`config.mk`:
```
export PLATFORM = sky130hd
export DESIGN_NAME = sfa_alu
export DESIGN_NICKNAME = d
export VERILOG_FILES = /design/src/logic/sfa_pkg.sv /design/src/logic/sfa_sub_core.sv /design/src/logic/sfa_repeat_ctl.sv /design/src/logic/sfa_alu.sv
export SDC_FILE = /design/constraint.sdc
export NUM_CORES = 1
export LEC_CHECK = 0
export BUFFER_PORTS_ARGS = -buffer_cell sky130_fd_sc_hd__buf_2
export CORE_ASPECT_RATIO = 0.75
export CORE_MARGIN = 2
export CORE_UTILIZATION = 40
export CTS_BUF_LIST = sky130_fd_sc_hd__clkbuf_8
export DETAILED_ROUTE_END_ITERATION = 12
export GPL_TIMING_DRIVEN = 1
export PLACE_DENSITY = 0.68
export SYNTH_ARGS = -nofsm -noshare
export SYNTH_HDL_FRONTEND = slang
export SYNTH_SLANG_ARGS = --single-unit
```
`constraint.sdc`:
```
create_clock -name sys_clk_in -period 11.5 [get_ports sys_clk_in]
set_clock_uncertainty 0.05 [all_clocks]
set_input_delay 2.3 -clock sys_clk_in [delete_from_list [all_inputs] [get_ports sys_clk_in]]
set_output_delay 2.3 -clock sys_clk_in [all_outputs]
set_load 0.02 [all_outputs]
```
`src/logic/sfa_pkg.sv`:
```
package sfa_pkg;
    // ==========================================================
    // Register map, byte addresses on the bus
    localparam int ADR_W = 8;
    localparam logic [ADR_W-1:0] ADDR_CONTROL = 8'h00;
    localparam logic [ADR_W-1:0] ADDR_COMMAND = 8'h04;
    localparam logic [ADR_W-1:0] ADDR_REPEAT  = 8'h08;
    localparam logic [ADR_W-1:0] ADDR_ACCUM   = 8'h0C;
    localparam logic [ADR_W-1:0] ADDR_OPERAND = 8'h10;
    localparam logic [ADR_W-1:0] ADDR_STATUS  = 8'h14;
    localparam logic [ADR_W-1:0] ADDR_TALLY   = 8'h18;

    // ==========================================================
    // Field positions
    localparam int SAT_BIT      = 0;
    localparam int CMD_OP_LSB   = 0;
    localparam int CMD_HALF_BIT = 4;
    localparam int BUSY_BIT     = 8;
    localparam int ARMED_BIT    = 16;
    localparam int FLAG_W       = 4;

    // ==========================================================
    // Operation codes
    localparam logic [1:0] OP_LONG  = 2'h0;
    localparam logic [1:0] OP_REV16 = 2'h1;
    localparam logic [1:0] OP_REV32 = 2'h2;
    localparam logic [1:0] OP_UNS16 = 2'h3;

    // ==========================================================
    // Limits and reset values
    localparam logic [31:0] MAX_POS_32  = 32'h7FFFFFFF;
    localparam logic [31:0] MAX_NEG_32  = 32'h80000000;
    localparam logic [31:0] ACCUM_RST   = 32'h00000000;
    localparam logic [31:0] OPERAND_RST = 32'h00000000;
    localparam logic        SAT_RST     = 1'b0;

    // ==========================================================
    // Types
    typedef struct packed {
        logic v;
        logic c;
        logic n;
        logic z;
    } sfa_flags_type;

    typedef struct packed {
        logic [1:0] op;
        logic       hi;
    } sfa_cmd_type;

    typedef enum logic [1:0] {
        SFA_IDLE = 2'b01,
        SFA_EXEC = 2'b10
    } sfa_state_type;

    localparam sfa_flags_type FLAGS_RST = '{v: 1'b0, c: 1'b0, n: 1'b0, z: 1'b0};
    localparam sfa_cmd_type   CMD_RST   = '{op: 2'h0, hi: 1'b0};
endpackage

```
`src/logic/sfa_sub_core.sv`:
```
module sfa_sub_core #(
    parameter int W = 32
) (
    input  wire logic [W-1:0] a_in,
    input  wire logic [W-1:0] b_in,
    output logic      [W-1:0] diff_out,
    output logic              borrow_out,
    output logic              ov_pos_out,
    output logic              ov_neg_out
);
    logic [W:0] wide;

    // Extra top bit of the unsigned difference is the borrow
    assign wide       = {1'b0, a_in} - {1'b0, b_in};
    assign diff_out   = wide[W-1:0];
    assign borrow_out = wide[W];
    assign ov_pos_out = !a_in[W-1] && b_in[W-1] && diff_out[W-1];
    assign ov_neg_out = a_in[W-1] && !b_in[W-1] && !diff_out[W-1];
endmodule

```
`src/logic/sfa_repeat_ctl.sv`:
```
module sfa_repeat_ctl #(
    parameter int CW = 8
) (
    input  wire logic          sys_clk_in,
    input  wire logic          srst_in,
    input  wire logic          clk_en_in,
    input  wire logic          load_in,
    input  wire logic [CW-1:0] load_val_in,
    input  wire logic          start_in,
    input  wire logic          repeatable_in,
    input  wire logic          step_in,
    output logic      [CW-1:0] count_out,
    output logic               armed_out,
    output logic               last_out
);
    logic [CW-1:0] count_reg;
    logic          armed_reg;

    // ==========================================================
    // Repeat counter
    always_ff @(posedge sys_clk_in) begin
        if (srst_in) begin
            count_reg <= '0;
        end else if (clk_en_in) begin
            if (load_in) begin
                count_reg <= load_val_in;
            end else if (start_in && !(repeatable_in && armed_reg)) begin
                count_reg <= '0;
            end else if (step_in && count_reg != '0) begin
                count_reg <= count_reg - {{(CW-1){1'b0}}, 1'b1};
            end
        end
    end

    // Prefix is consumed by the next command of any kind
    always_ff @(posedge sys_clk_in) begin
        if (srst_in) begin
            armed_reg <= 1'b0;
        end else if (clk_en_in) begin
            if (load_in) begin
                armed_reg <= 1'b1;
            end else if (start_in) begin
                armed_reg <= 1'b0;
            end
        end
    end

    assign count_out = count_reg;
    assign armed_out = armed_reg;
    assign last_out  = count_reg == '0;
endmodule

```
`src/logic/sfa_alu.sv`:
```
// The Wishbone interface to the registers and the placing of the registers were decided locally.
module sfa_alu #(
    parameter int RPT_W   = 8,
    parameter int TALLY_W = 8
) (
    input  wire logic                       sys_clk_in,
    input  wire logic                       srst_in,
    input  wire logic                       clk_en_in,
    input  wire logic                       wb_cyc_in,
    input  wire logic                       wb_stb_in,
    input  wire logic                       wb_we_in,
    input  wire logic [sfa_pkg::ADR_W-1:0]  wb_adr_in,
    input  wire logic [3:0]                 wb_sel_in,
    input  wire logic [31:0]                wb_dat_in,
    output logic      [31:0]                wb_dat_out,
    output logic                            wb_ack_out,
    output logic                            busy_out,
    output logic      [31:0]                result_out,
    output sfa_pkg::sfa_flags_type          flags_out
);
    sfa_pkg::sfa_state_type state_reg;
    sfa_pkg::sfa_state_type state_next;
    sfa_pkg::sfa_cmd_type   cmd_reg;
    sfa_pkg::sfa_flags_type flags_reg;
    logic [31:0]            accum_reg;
    logic [31:0]            operand_reg;
    logic                   sat_reg;
    logic [TALLY_W-1:0]     tally_reg;
    logic                   ack_reg;
    logic [31:0]            dat_reg;
    logic [31:0]            rd_mux;
    logic [sfa_pkg::ADR_W-1:0] adr_word;
    logic                   reg_wr;
    logic                   cmd_wr;
    logic [1:0]             new_op;
    logic                   exec;
    logic                   is32;
    logic [31:0]            a32;
    logic [31:0]            b32;
    logic [31:0]            diff32;
    logic                   borrow32;
    logic                   ovp32;
    logic                   ovn32;
    logic [31:0]            res32;
    logic [15:0]            half16;
    logic [15:0]            diff16;
    logic                   borrow16;
    logic                   ovp16;
    logic                   ovn16;
    logic                   ov_any;
    logic                   borrow_sel;
    logic [RPT_W-1:0]       rpt_count;
    logic                   rpt_armed;
    logic                   rpt_last;

    // ==========================================================
    // Helpers
    function automatic logic [31:0] merge_sel(input logic [31:0] old_v,
                                              input logic [31:0] new_v,
                                              input logic [3:0]  sel);
        logic [31:0] r;
        r = old_v;
        for (int i = 0; i < 4; i++) begin
            if (sel[i]) begin
                r[8*i +: 8] = new_v[8*i +: 8];
            end
        end
        return r;
    endfunction

    function automatic logic op_repeatable(input logic [1:0] op);
        return op == sfa_pkg::OP_UNS16;
    endfunction

    // ==========================================================
    // Bus slave
    assign adr_word = {wb_adr_in[sfa_pkg::ADR_W-1:2], 2'b00};
    // Register writes are refused while an operation runs
    assign reg_wr   = wb_cyc_in && wb_stb_in && wb_we_in && ack_reg && !busy_out;
    assign cmd_wr   = reg_wr && adr_word == sfa_pkg::ADDR_COMMAND && wb_sel_in[0];
    assign new_op   = wb_dat_in[sfa_pkg::CMD_OP_LSB +: 2];

    always_ff @(posedge sys_clk_in) begin
        if (srst_in) begin
            ack_reg <= 1'b0;
        end else if (clk_en_in) begin
            ack_reg <= wb_cyc_in && wb_stb_in && !ack_reg;
        end
    end

    always_ff @(posedge sys_clk_in) begin
        if (srst_in) begin
            dat_reg <= 32'h00000000;
        end else if (clk_en_in && wb_cyc_in && wb_stb_in && !ack_reg) begin
            dat_reg <= rd_mux;
        end
    end

    always_comb begin
        rd_mux = 32'h00000000;
        case (adr_word)
            sfa_pkg::ADDR_CONTROL: rd_mux[sfa_pkg::SAT_BIT] = sat_reg;
            sfa_pkg::ADDR_COMMAND: begin
                rd_mux[sfa_pkg::CMD_OP_LSB +: 2] = cmd_reg.op;
                rd_mux[sfa_pkg::CMD_HALF_BIT]    = cmd_reg.hi;
                rd_mux[sfa_pkg::BUSY_BIT]        = busy_out;
            end
            sfa_pkg::ADDR_REPEAT: begin
                rd_mux[RPT_W-1:0]             = rpt_count;
                rd_mux[sfa_pkg::ARMED_BIT]    = rpt_armed;
            end
            sfa_pkg::ADDR_ACCUM:   rd_mux = accum_reg;
            sfa_pkg::ADDR_OPERAND: rd_mux = operand_reg;
            sfa_pkg::ADDR_STATUS:  rd_mux[sfa_pkg::FLAG_W-1:0] = flags_reg;
            sfa_pkg::ADDR_TALLY:   rd_mux[TALLY_W-1:0] = tally_reg;
            default:               rd_mux = 32'h00000000;
        endcase
    end

    // ==========================================================
    // Sequencer
    always_comb begin
        state_next = state_reg;
        unique case (state_reg)
            sfa_pkg::SFA_IDLE: if (cmd_wr) state_next = sfa_pkg::SFA_EXEC;
            sfa_pkg::SFA_EXEC: if (rpt_last) state_next = sfa_pkg::SFA_IDLE;
            default:           state_next = sfa_pkg::SFA_IDLE;
        endcase
    end

    always_ff @(posedge sys_clk_in) begin
        if (srst_in) begin
            state_reg <= sfa_pkg::SFA_IDLE;
        end else if (clk_en_in) begin
            state_reg <= state_next;
        end
    end

    always_ff @(posedge sys_clk_in) begin
        if (srst_in) begin
            cmd_reg <= sfa_pkg::CMD_RST;
        end else if (clk_en_in && cmd_wr) begin
            cmd_reg.op <= new_op;
            cmd_reg.hi <= wb_dat_in[sfa_pkg::CMD_HALF_BIT];
        end
    end

    // Non-repeatable commands drop any pending repeat here
    sfa_repeat_ctl #(
        .CW (RPT_W)
    ) u_repeat (
        .sys_clk_in    (sys_clk_in),
        .srst_in       (srst_in),
        .clk_en_in     (clk_en_in),
        .load_in       (reg_wr && adr_word == sfa_pkg::ADDR_REPEAT && wb_sel_in[0]),
        .load_val_in   (wb_dat_in[RPT_W-1:0]),
        .start_in      (cmd_wr),
        .repeatable_in (op_repeatable(new_op)),
        .step_in       (exec),
        .count_out     (rpt_count),
        .armed_out     (rpt_armed),
        .last_out      (rpt_last)
    );

    // ==========================================================
    // Datapath
    assign exec   = state_reg == sfa_pkg::SFA_EXEC;
    assign is32   = cmd_reg.op != sfa_pkg::OP_REV16;
    assign half16 = cmd_reg.hi ? accum_reg[31:16] : accum_reg[15:0];

    always_comb begin
        unique case (cmd_reg.op)
            sfa_pkg::OP_LONG: begin
                a32 = operand_reg;
                b32 = accum_reg;
            end
            sfa_pkg::OP_REV32: begin
                a32 = accum_reg;
                b32 = operand_reg;
            end
            sfa_pkg::OP_REV16, sfa_pkg::OP_UNS16: begin
                a32 = accum_reg;
                b32 = {16'h0000, operand_reg[15:0]};
            end
        endcase
    end

    sfa_sub_core #(
        .W (32)
    ) u_core32 (
        .a_in       (a32),
        .b_in       (b32),
        .diff_out   (diff32),
        .borrow_out (borrow32),
        .ov_pos_out (ovp32),
        .ov_neg_out (ovn32)
    );

    sfa_sub_core #(
        .W (16)
    ) u_core16 (
        .a_in       (half16),
        .b_in       (operand_reg[15:0]),
        .diff_out   (diff16),
        .borrow_out (borrow16),
        .ov_pos_out (ovp16),
        .ov_neg_out (ovn16)
    );

    // Clamp only in saturating mode
    assign res32 = (sat_reg && ovp32) ? sfa_pkg::MAX_POS_32 :
                   (sat_reg && ovn32) ? sfa_pkg::MAX_NEG_32 : diff32;
    assign ov_any     = is32 ? (ovp32 || ovn32) : (ovp16 || ovn16);
    assign borrow_sel = is32 ? borrow32 : borrow16;

    always_ff @(posedge sys_clk_in) begin
        if (srst_in) begin
            accum_reg <= sfa_pkg::ACCUM_RST;
        end else if (clk_en_in) begin
            if (exec && cmd_reg.op == sfa_pkg::OP_UNS16) begin
                accum_reg <= res32;
            end else if (reg_wr && adr_word == sfa_pkg::ADDR_ACCUM) begin
                accum_reg <= merge_sel(accum_reg, wb_dat_in, wb_sel_in);
            end
        end
    end

    // Location read and rewritten within one step
    always_ff @(posedge sys_clk_in) begin
        if (srst_in) begin
            operand_reg <= sfa_pkg::OPERAND_RST;
        end else if (clk_en_in) begin
            if (exec && cmd_reg.op == sfa_pkg::OP_REV16) begin
                operand_reg[15:0] <= diff16;
            end else if (exec && cmd_reg.op != sfa_pkg::OP_UNS16) begin
                operand_reg <= res32;
            end else if (reg_wr && adr_word == sfa_pkg::ADDR_OPERAND) begin
                operand_reg <= merge_sel(operand_reg, wb_dat_in, wb_sel_in);
            end
        end
    end

    always_ff @(posedge sys_clk_in) begin
        if (srst_in) begin
            sat_reg <= sfa_pkg::SAT_RST;
        end else if (clk_en_in && reg_wr && adr_word == sfa_pkg::ADDR_CONTROL && wb_sel_in[0]) begin
            sat_reg <= wb_dat_in[sfa_pkg::SAT_BIT];
        end
    end

    // N and Z follow the stored value, C the inverted borrow; overflow is sticky over repeats
    always_ff @(posedge sys_clk_in) begin
        if (srst_in) begin
            flags_reg <= sfa_pkg::FLAGS_RST;
        end else if (clk_en_in) begin
            if (exec) begin
                flags_reg.c <= !borrow_sel;
                if (ov_any) begin
                    flags_reg.v <= 1'b1;
                end
                if (is32) begin
                    flags_reg.n <= res32[31];
                    flags_reg.z <= res32 == 32'h00000000;
                end else begin
                    flags_reg.n <= diff16[15];
                    flags_reg.z <= diff16 == 16'h0000;
                end
            end else if (reg_wr && adr_word == sfa_pkg::ADDR_STATUS && wb_sel_in[0]) begin
                flags_reg <= wb_dat_in[sfa_pkg::FLAG_W-1:0];
            end
        end
    end

    always_ff @(posedge sys_clk_in) begin
        if (srst_in) begin
            tally_reg <= '0;
        end else if (clk_en_in) begin
            if (exec && is32 && !sat_reg && ovp32) begin
                tally_reg <= tally_reg + {{(TALLY_W-1){1'b0}}, 1'b1};
            end else if (exec && is32 && !sat_reg && ovn32) begin
                tally_reg <= tally_reg - {{(TALLY_W-1){1'b0}}, 1'b1};
            end else if (reg_wr && adr_word == sfa_pkg::ADDR_TALLY) begin
                tally_reg <= wb_dat_in[TALLY_W-1:0];
            end
        end
    end

    assign wb_ack_out = ack_reg;
    assign wb_dat_out = dat_reg;
    assign busy_out   = state_reg[1];
    assign result_out = accum_reg;
    assign flags_out  = flags_reg;

    // ==========================================================
    // Checks
    long_sub_a: assert property (
        @(posedge sys_clk_in) disable iff (srst_in || !clk_en_in)
        exec && cmd_reg.op == sfa_pkg::OP_LONG && !sat_reg
        |=> operand_reg == $past(operand_reg) - $past(accum_reg))
        else $error("long subtract result wrong");

    rev16_store_a: assert property (
        @(posedge sys_clk_in) disable iff (srst_in || !clk_en_in)
        exec && cmd_reg.op == sfa_pkg::OP_REV16
        |=> operand_reg[15:0] == $past(half16) - $past(operand_reg[15:0])
            && operand_reg[31:16] == $past(operand_reg[31:16]))
        else $error("reverse 16 result wrong");

    rev16_flags_a: assert property (
        @(posedge sys_clk_in) disable iff (srst_in || !clk_en_in)
        exec && cmd_reg.op == sfa_pkg::OP_REV16
        |=> flags_reg.n == operand_reg[15] && flags_reg.z == (operand_reg[15:0] == 16'h0000))
        else $error("reverse 16 flags wrong");

    rev32_store_a: assert property (
        @(posedge sys_clk_in) disable iff (srst_in || !clk_en_in)
        exec && cmd_reg.op == sfa_pkg::OP_REV32 && !sat_reg
        |=> operand_reg == $past(accum_reg) - $past(operand_reg))
        else $error("reverse 32 result wrong");

    uns16_acc_a: assert property (
        @(posedge sys_clk_in) disable iff (srst_in || !clk_en_in)
        exec && cmd_reg.op == sfa_pkg::OP_UNS16 && !sat_reg
        |=> accum_reg == $past(accum_reg) - {16'h0000, $past(operand_reg[15:0])})
        else $error("unsigned 16 result wrong");

    carry_flag_a: assert property (
        @(posedge sys_clk_in) disable iff (srst_in || !clk_en_in)
        exec |=> flags_reg.c != $past(borrow_sel))
        else $error("carry flag wrong");

    v_sticky_a: assert property (
        @(posedge sys_clk_in) disable iff (srst_in || !clk_en_in)
        exec && !ov_any |=> $stable(flags_reg.v))
        else $error("overflow flag changed without overflow");

    tally_inc_a: assert property (
        @(posedge sys_clk_in) disable iff (srst_in || !clk_en_in)
        exec && is32 && !sat_reg && ovp32
        |=> tally_reg == $past(tally_reg) + {{(TALLY_W-1){1'b0}}, 1'b1})
        else $error("tally not incremented");

    sat_clamp_a: assert property (
        @(posedge sys_clk_in) disable iff (srst_in || !clk_en_in)
        exec && is32 && sat_reg && ovn32
        |=> (cmd_reg.op == sfa_pkg::OP_UNS16 ? accum_reg : operand_reg) == sfa_pkg::MAX_NEG_32
            && $stable(tally_reg))
        else $error("saturation clamp wrong");

    no_repeat_a: assert property (
        @(posedge sys_clk_in) disable iff (srst_in || !clk_en_in)
        cmd_wr && !op_repeatable(new_op)
        |=> rpt_count == '0 ##1 !busy_out)
        else $error("non-repeatable form repeated");

    repeat_len_a: assert property (
        @(posedge sys_clk_in) disable iff (srst_in || !clk_en_in)
        cmd_wr && op_repeatable(new_op) && rpt_armed && rpt_count == 2
        |=> busy_out [*3] ##1 !busy_out)
        else $error("repeat length wrong");
endmodule

```
**After elaboration in Yosys (flattened, before gate mapping)**

Cells that the tools add are included.

- $add $sub $neg: 5
- Equal/unequal tests: 17
- Multiplexer cells: 40
- Bitwise logic cells: 1
- Reductions and logical operators: 91

Operator list:

| kind | number |
|---|---|
| two-way mux 32 bit | 6 |
| one-hot mux 32 bit (3 select lines) | 1 |
| two-way mux 8 bit | 10 |
| one-hot mux 32 bit (2 select lines) | 1 |
| logical AND 1 bit | 41 |
| subtractor 32 x 32 -> 33 bit | 1 |
| zero test 32 bit | 1 |
| two-way mux 16 bit | 2 |
| one-hot mux 15 bit (2 select lines) | 1 |
| AND reduction 3 bit | 8 |
| nonzero test 2 bit | 10 |
| equality test 6 x 3 -> 1 bit, second input constant | 3 |
| subtractor 16 x 16 -> 17 bit | 1 |
| zero test 16 bit | 1 |
| zero test 8 bit | 2 |
| subtractor 8 x 1 -> 8 bit, second input constant | 2 |
| nonzero test 3 bit | 5 |
| one-hot mux 7 bit (2 select lines) | 1 |
| equality test 6 x 2 -> 1 bit, second input constant | 2 |
| one-hot mux 3 bit (4 select lines) | 1 |
| zero test 1 bit | 11 |
| one-hot mux 2 bit (5 select lines) | 1 |
| adder 8 x 1 -> 8 bit, second input constant | 1 |
| equality test 2 bit, second input constant | 4 |
| 20 further kinds | 37 |

- Bits in registers: 124
- Input bits: 50
- Logic and storage cells: 175

**Logic depth before layout (Yosys ltp)**

- Word-level depth: 12
- Mapped depth: 23
- Depth with buffers taken out: 16

**Cells and area by module**

A second synthesis with hierarchy kept.

- Cell total of the unflattened synthesis: 1444
- Area total of the unflattened synthesis: 10930.5 µm²

Modules (own cells, without submodules):

| module | instances | cells an instance | area an instance (µm²) | seq. area each (µm²) |
|---|---|---|---|---|
| sfa_alu | 1 | 926 | 7353.3 | 2302.2 |
| sfa_sub_core at u_core32 | 1 | 303 | 1984.4 | 0.0 |
| sfa_sub_core at u_core16 | 1 | 135 | 949.7 | 0.0 |
| sfa_repeat_ctl | 1 | 80 | 643.1 | 180.2 |

**Worst setup path after synthesis**

OpenSTA, ideal clock, no wires.

- Kind: flip-flop to flip-flop
- Start: register cmd_reg[2] (netlist name)
- End: register tally_reg[3]
- Arrival time: 4.513 ns
- Path slack: 6.834 ns
- Stages on the path, launching flop included: 18
- Path through: dfxtp_1 buf_2 buf_1 clkbuf_1 mux2i_1 or2_2 ha_1 clkbuf_1 a21o_1 a21oi_1 o21ai_0 mux2_2 and2_1 or3_1 o21a_4 o21a_1 buf_6 a2111oi_2

- Word-level cells in the longest chain between the ends: 9

Ends and longest elaborated chain:

| element | RTL line | source |
|---|---|---|
| start, declared | sfa_alu.sv:23 | `sfa_pkg::sfa_cmd_type cmd_reg;` |
| start signal, assigned | sfa_alu.sv:141 | `cmd_reg <= sfa_pkg::CMD_RST;` |
| equality test 2 bit or equality test 2 x 1 -> 1 bit (tied branches) | sfa_alu.sv:172 | `unique case (cmd_reg.op)` |
| OR reduction 3 bit (no line) or OR reduction 2 bit (tied branches) | n/a |  |
| one-hot mux 32 bit (2 select lines) or one-hot mux 32 bit (3 select lines) (tied branches) | sfa_alu.sv:172 |  |
| subtractor 32 x 32 -> 33 bit, or another cell as far along | sfa_sub_core.sv:14 | `assign wide = {1'b0, a_in} - {1'b0, b_in};` |
| zero test 1 bit, or another cell as far along | sfa_sub_core.sv:18 | `assign ov_neg_out = a_in[W-1] && !b_in[W-1] && !diff_out[W-1];` |
| logical AND 1 bit (on tied branches) | sfa_sub_core.sv:18, sfa_sub_core.sv:17 |  |
| logical AND 1 bit (on tied branches) | sfa_alu.sv:280, sfa_alu.sv:278 |  |
| nonzero test 3 bit (no line) or two-way mux 8 bit (tied branches) | n/a |  |
| AND reduction 2 bit (no line) or two-way mux 8 bit (tied branches) | n/a |  |
| end signal, assigned | sfa_alu.sv:279 | `tally_reg <= tally_reg + {{(TALLY_W-1){1'b0}}, 1'b1};` |
| end signal, assigned | sfa_alu.sv:281 | `tally_reg <= tally_reg - {{(TALLY_W-1){1'b0}}, 1'b1};` |
| end signal, assigned | sfa_alu.sv:283 | `tally_reg <= wb_dat_in[TALLY_W-1:0];` |
| end, declared | sfa_alu.sv:28 | `logic [TALLY_W-1:0] tally_reg;` |

Several ways; a longest one is shown, not always the timed one.
A chain may end at the register's enable or synchronous reset.

**Worst setup path in the final report**

- Start: register cmd_reg[1] (netlist name)
- End: register flags_reg, in the netlist flags_out[1]

- Word-level cells in the longest chain between the ends: 11

Ends and longest elaborated chain:

| element | RTL line | source |
|---|---|---|
| equality test 2 bit or equality test 2 x 1 -> 1 bit (tied branches) | sfa_alu.sv:172 |  |
| OR reduction 3 bit (no line) or OR reduction 2 bit (tied branches) | n/a |  |
| one-hot mux 32 bit (2 select lines) or one-hot mux 32 bit (3 select lines) (tied branches) | sfa_alu.sv:172 |  |
| subtractor 32 x 32 -> 33 bit or zero test 1 bit (tied branches) | sfa_sub_core.sv:14, sfa_sub_core.sv:18 |  |
| zero test 1 bit or logical AND 1 bit (tied branches) | sfa_sub_core.sv:18 |  |
| logical AND 1 bit | sfa_sub_core.sv:18 |  |
| logical AND 1 bit | sfa_alu.sv:212 | `(sat_reg && ovn32) ? sfa_pkg::MAX_NEG_32 : diff32;` |
| two-way mux 32 bit | sfa_alu.sv:212 |  |
| two-way mux 32 bit | sfa_alu.sv:211 | `assign res32 = (sat_reg && ovp32) ? sfa_pkg::MAX_POS_32 :` |
| two-way mux 2 bit * | sfa_alu.sv:261 | `if (is32) begin` |
| two-way mux 4 bit * | sfa_alu.sv:256 | `if (exec) begin` |
| end signal, assigned | sfa_alu.sv:254 | `flags_reg <= sfa_pkg::FLAGS_RST;` |
| end signal, assigned | sfa_alu.sv:269 | `flags_reg <= wb_dat_in[sfa_pkg::FLAG_W-1:0];` |
| end, declared | sfa_alu.sv:24 | `sfa_pkg::sfa_flags_type flags_reg;` |

Every way passes the cells marked *; elsewhere a longest branch is shown, timed or not.

==> metrics.txt <==
crit path launch type=flop; clk_lat worst skew=0.48 ns; Post-Route WL=40.1 mm; GR Util All Layers=28.4%; CP required=11.84 ns; htree depth=4; CP bufs+invs=2; Clock Tree Buf Depth=2; Horiz. Die Dim=192 µm; Mapped Nets=1566; Yosys cell types=88; Post-synth EDFFs=0; root buf cell=clkbuf_8; vias per cell=6.25; grt total ovfl=0; DRC=0; sequential share of the synthesized area=23.3%; Synth Flop Type=dfxtp_1; Final #Nets=1614; critical path class=reg2reg; crit-path leading delay family=compound AO/OA/AOI/OAI gates; share of layout cells above drive strength 1=15.2%; status=finished clean; drt wl/cell=21.3 µm; initial cell density of the core=40.8%; Worst-Margin Slew=1.20 ns; routed vias=11800; GRT met2 Usage=37.9%; Yosys reg bits=124; Crit path largest cell delay=0.72 ns; worst hold path type=reg2reg; # clock sinks=124; ys async rst share=0%; Peak VDD IR=0.0513 mV; commonest non-fill, non-tap cell in the layout=nor2_1; CP dominant cell by count=a21oi_1; vias in the first global route=10400; leakage=0.00457 µW; Slew Limit Fails=0; Layout area overhead=10.7%; clock slew at reported path FFs=0.09 ns; RSZ-0062 raised after global routing=false; most frequent cells in the layout=nor2_1, nand2_1, dfxtp_1, a21oi_1, buf_2; Routed Antenna Nets=0; placed wire-length estimate=30.3 mm; die area=28000 µm²; Power Density=78.1 nW/µm²; cts repair resizes=0; CP max-delay cell=o31a_1; Post-Syn Area per Cell=7.22 µm²; largest net degree at the start of global routing=66; Ports=120; final core occ=45.2%; yosys warns=0; f_max=178 MHz; crit path DAT=5.97 ns; FILL cells=2666; synthesized instance count=1476; Antenna Cells=0; FF-to-FF setup slack=5.87 ns; hold path cells=2; worst-path fanout max=27; met1 Usage GRT=44.8%; CP Depth=17; Hold Startpoint=flags_out[1]; worst path cell trace=buf_4 -> or2_1 -> buf_4 -> nand2_1 -> nand2_1 -> ha_1 -> a21o_1 -> a21o_1 -> a21oi_1 -> o21ai_0 -> or3b_2 -> a211oi_1 -> o31a_1 -> a21oi_1 -> o211ai_1 -> o211ai_1 -> a21oi_1; Max-cap violations=0; reg2reg end=flags_out[1]; DR iter-0 viols=1451; CTS tree=done; setup_tns=0 ns; RR Startpoint=cmd_reg[1]; overall power=921 µW; Post-CTS Hold Buffers=0; antenna violations before repair=0; post-place setup slack=5.97 ns; chip height=145 µm; RD Place Congestion=0.990; Tmin final=5.63 ns; Hold Path Sink=flags_out[1]; Post-CTS Setup Inserts=0; met3 Resource Use GR=5.88%; core box area=26100 µm²; R2R cell count=17; GRT busiest layer=met1; Tcrit/Tclk final=48.9%; first-pass GRT wire length=61.5 mm; CP Capture Type=flop; Final Hold Viols=0; final setup fails=0; relative max-transition margin=19.5%; Mapped Area=10700 µm²; number of buffers created by CTS=17; final worst setup slack=5.87 ns; Port-buffer cells=117; First-pass DRT Iterations=5; # rows=51
[cells in the mapped netlist (12+ instances only)]
master,count,area share [%]
and3_1,12,0.70
nor2b_1,31,1.8
a22oi_1,43,3.0
nand3_1,21,0.99
o221ai_1,14,1.2
and2_1,13,0.76
o21ai_0,78,3.7
ha_1,39,4.6
dfxtp_1,124,23
inv_1,38,1.3
mux2_2,15,1.6
xnor2_1,42,3.5
mux2i_1,35,3.3
clkbuf_1,84,3.0
or2_2,23,1.4
a211o_1,16,1.3
a21o_1,18,1.3
o211ai_1,20,1.4
o22ai_1,15,0.88
a21oi_1,124,5.8
a211oi_1,66,4.7
nor2_1,193,6.8
nand2_1,157,5.5
nor3_1,32,1.5
nand2b_1,30,1.8
xor2_1,14,1.2
[area by class of cell]
cell class                      instances  area (µm²)  share of cell area [%]
Sequential cell                       124        2480                    21.1
Multi-Input combinational cell       1209        7620                    64.6
Clock inverter                         15         166                    1.41
Tap cell                              344         430                    3.65
Inverter                               38         143                    1.21
Clock buffer                           17         234                    1.98
Timing Repair Buffer                  134         716                    6.07
[kinds of logic (layout without fill, tap and decap cells)]
logic type | count (synthesis) | count (layout) | synth area share, %
and+or+nand+nor | 556 | 556 | 24.1
xor gates and xnor gates | 56 | 56 | 4.60
AOI/OAI and AO/OA | 505 | 505 | 32.6
muxes | 51 | 51 | 5.09
DFF | 124 | 124 | 23.3
adders and majority gates | 41 | 41 | 4.86
buffers and inverters | 143 | 204 | 5.47
[worst max path at each step]
stage | slack, ns | end | start
detailed placement | 5.97 | flags_out[1] | cmd_reg[1]
global placement | 6.05 | flags_out[1] | cmd_reg[1]
CTS | 5.95 | flags_out[1] | cmd_reg[1]
floorplan | 6.83 | tally_reg[3] | cmd_reg[2]
finish | 5.87 | flags_out[1] | cmd_reg[1]
global route | 5.55 | flags_out[1] | cmd_reg[1]
[power breakdown]
part           total [µW]  switching, µW  internal [µW]
logic                66.4           44.7           21.7
registers             437           2.80            435
clock network         417            233            183
total                 921            281            640
[stage by stage]
stage | hold WS, ns | std cells | cell area [µm²]
2_1_floorplan | 0.407 | 1476 | 10700
3_3_place_gp | 0.424 | 1849 | 11400
3_5_place_dp | 0.432 | 1849 | 11400
4_1_cts | 0.442 | 1881 | 11800
5_1_grt | 0.470 | 1881 | 11800
6_report | 0.446 | 1881 | 11800
[routing by layer]
| metal | share of wire, % | routed length, µm | vias up |
|---|---|---|---|
| li1 | - | - | 5489 |
| met1 | 47 | 18900 | 5520 |
| met2 | 39 | 15500 | 690 |
| met3 | 12 | 4780 | 65 |
| met4 | 2.3 | 927 | 0 |
| met5 | 0 | 0 | - |
[worst reg2reg max path, delay by kind of cell (launching register included)]
family	cells	cell delay, ns
buffers and inverters	2	0.68
DFF	1	0.32
AOI/OAI and AO/OA	10	2.84
and+or+nand+nor	4	1.34
adders and majority gates	1	0.32
Note: power is estimated with default switching activity, not from simulation.
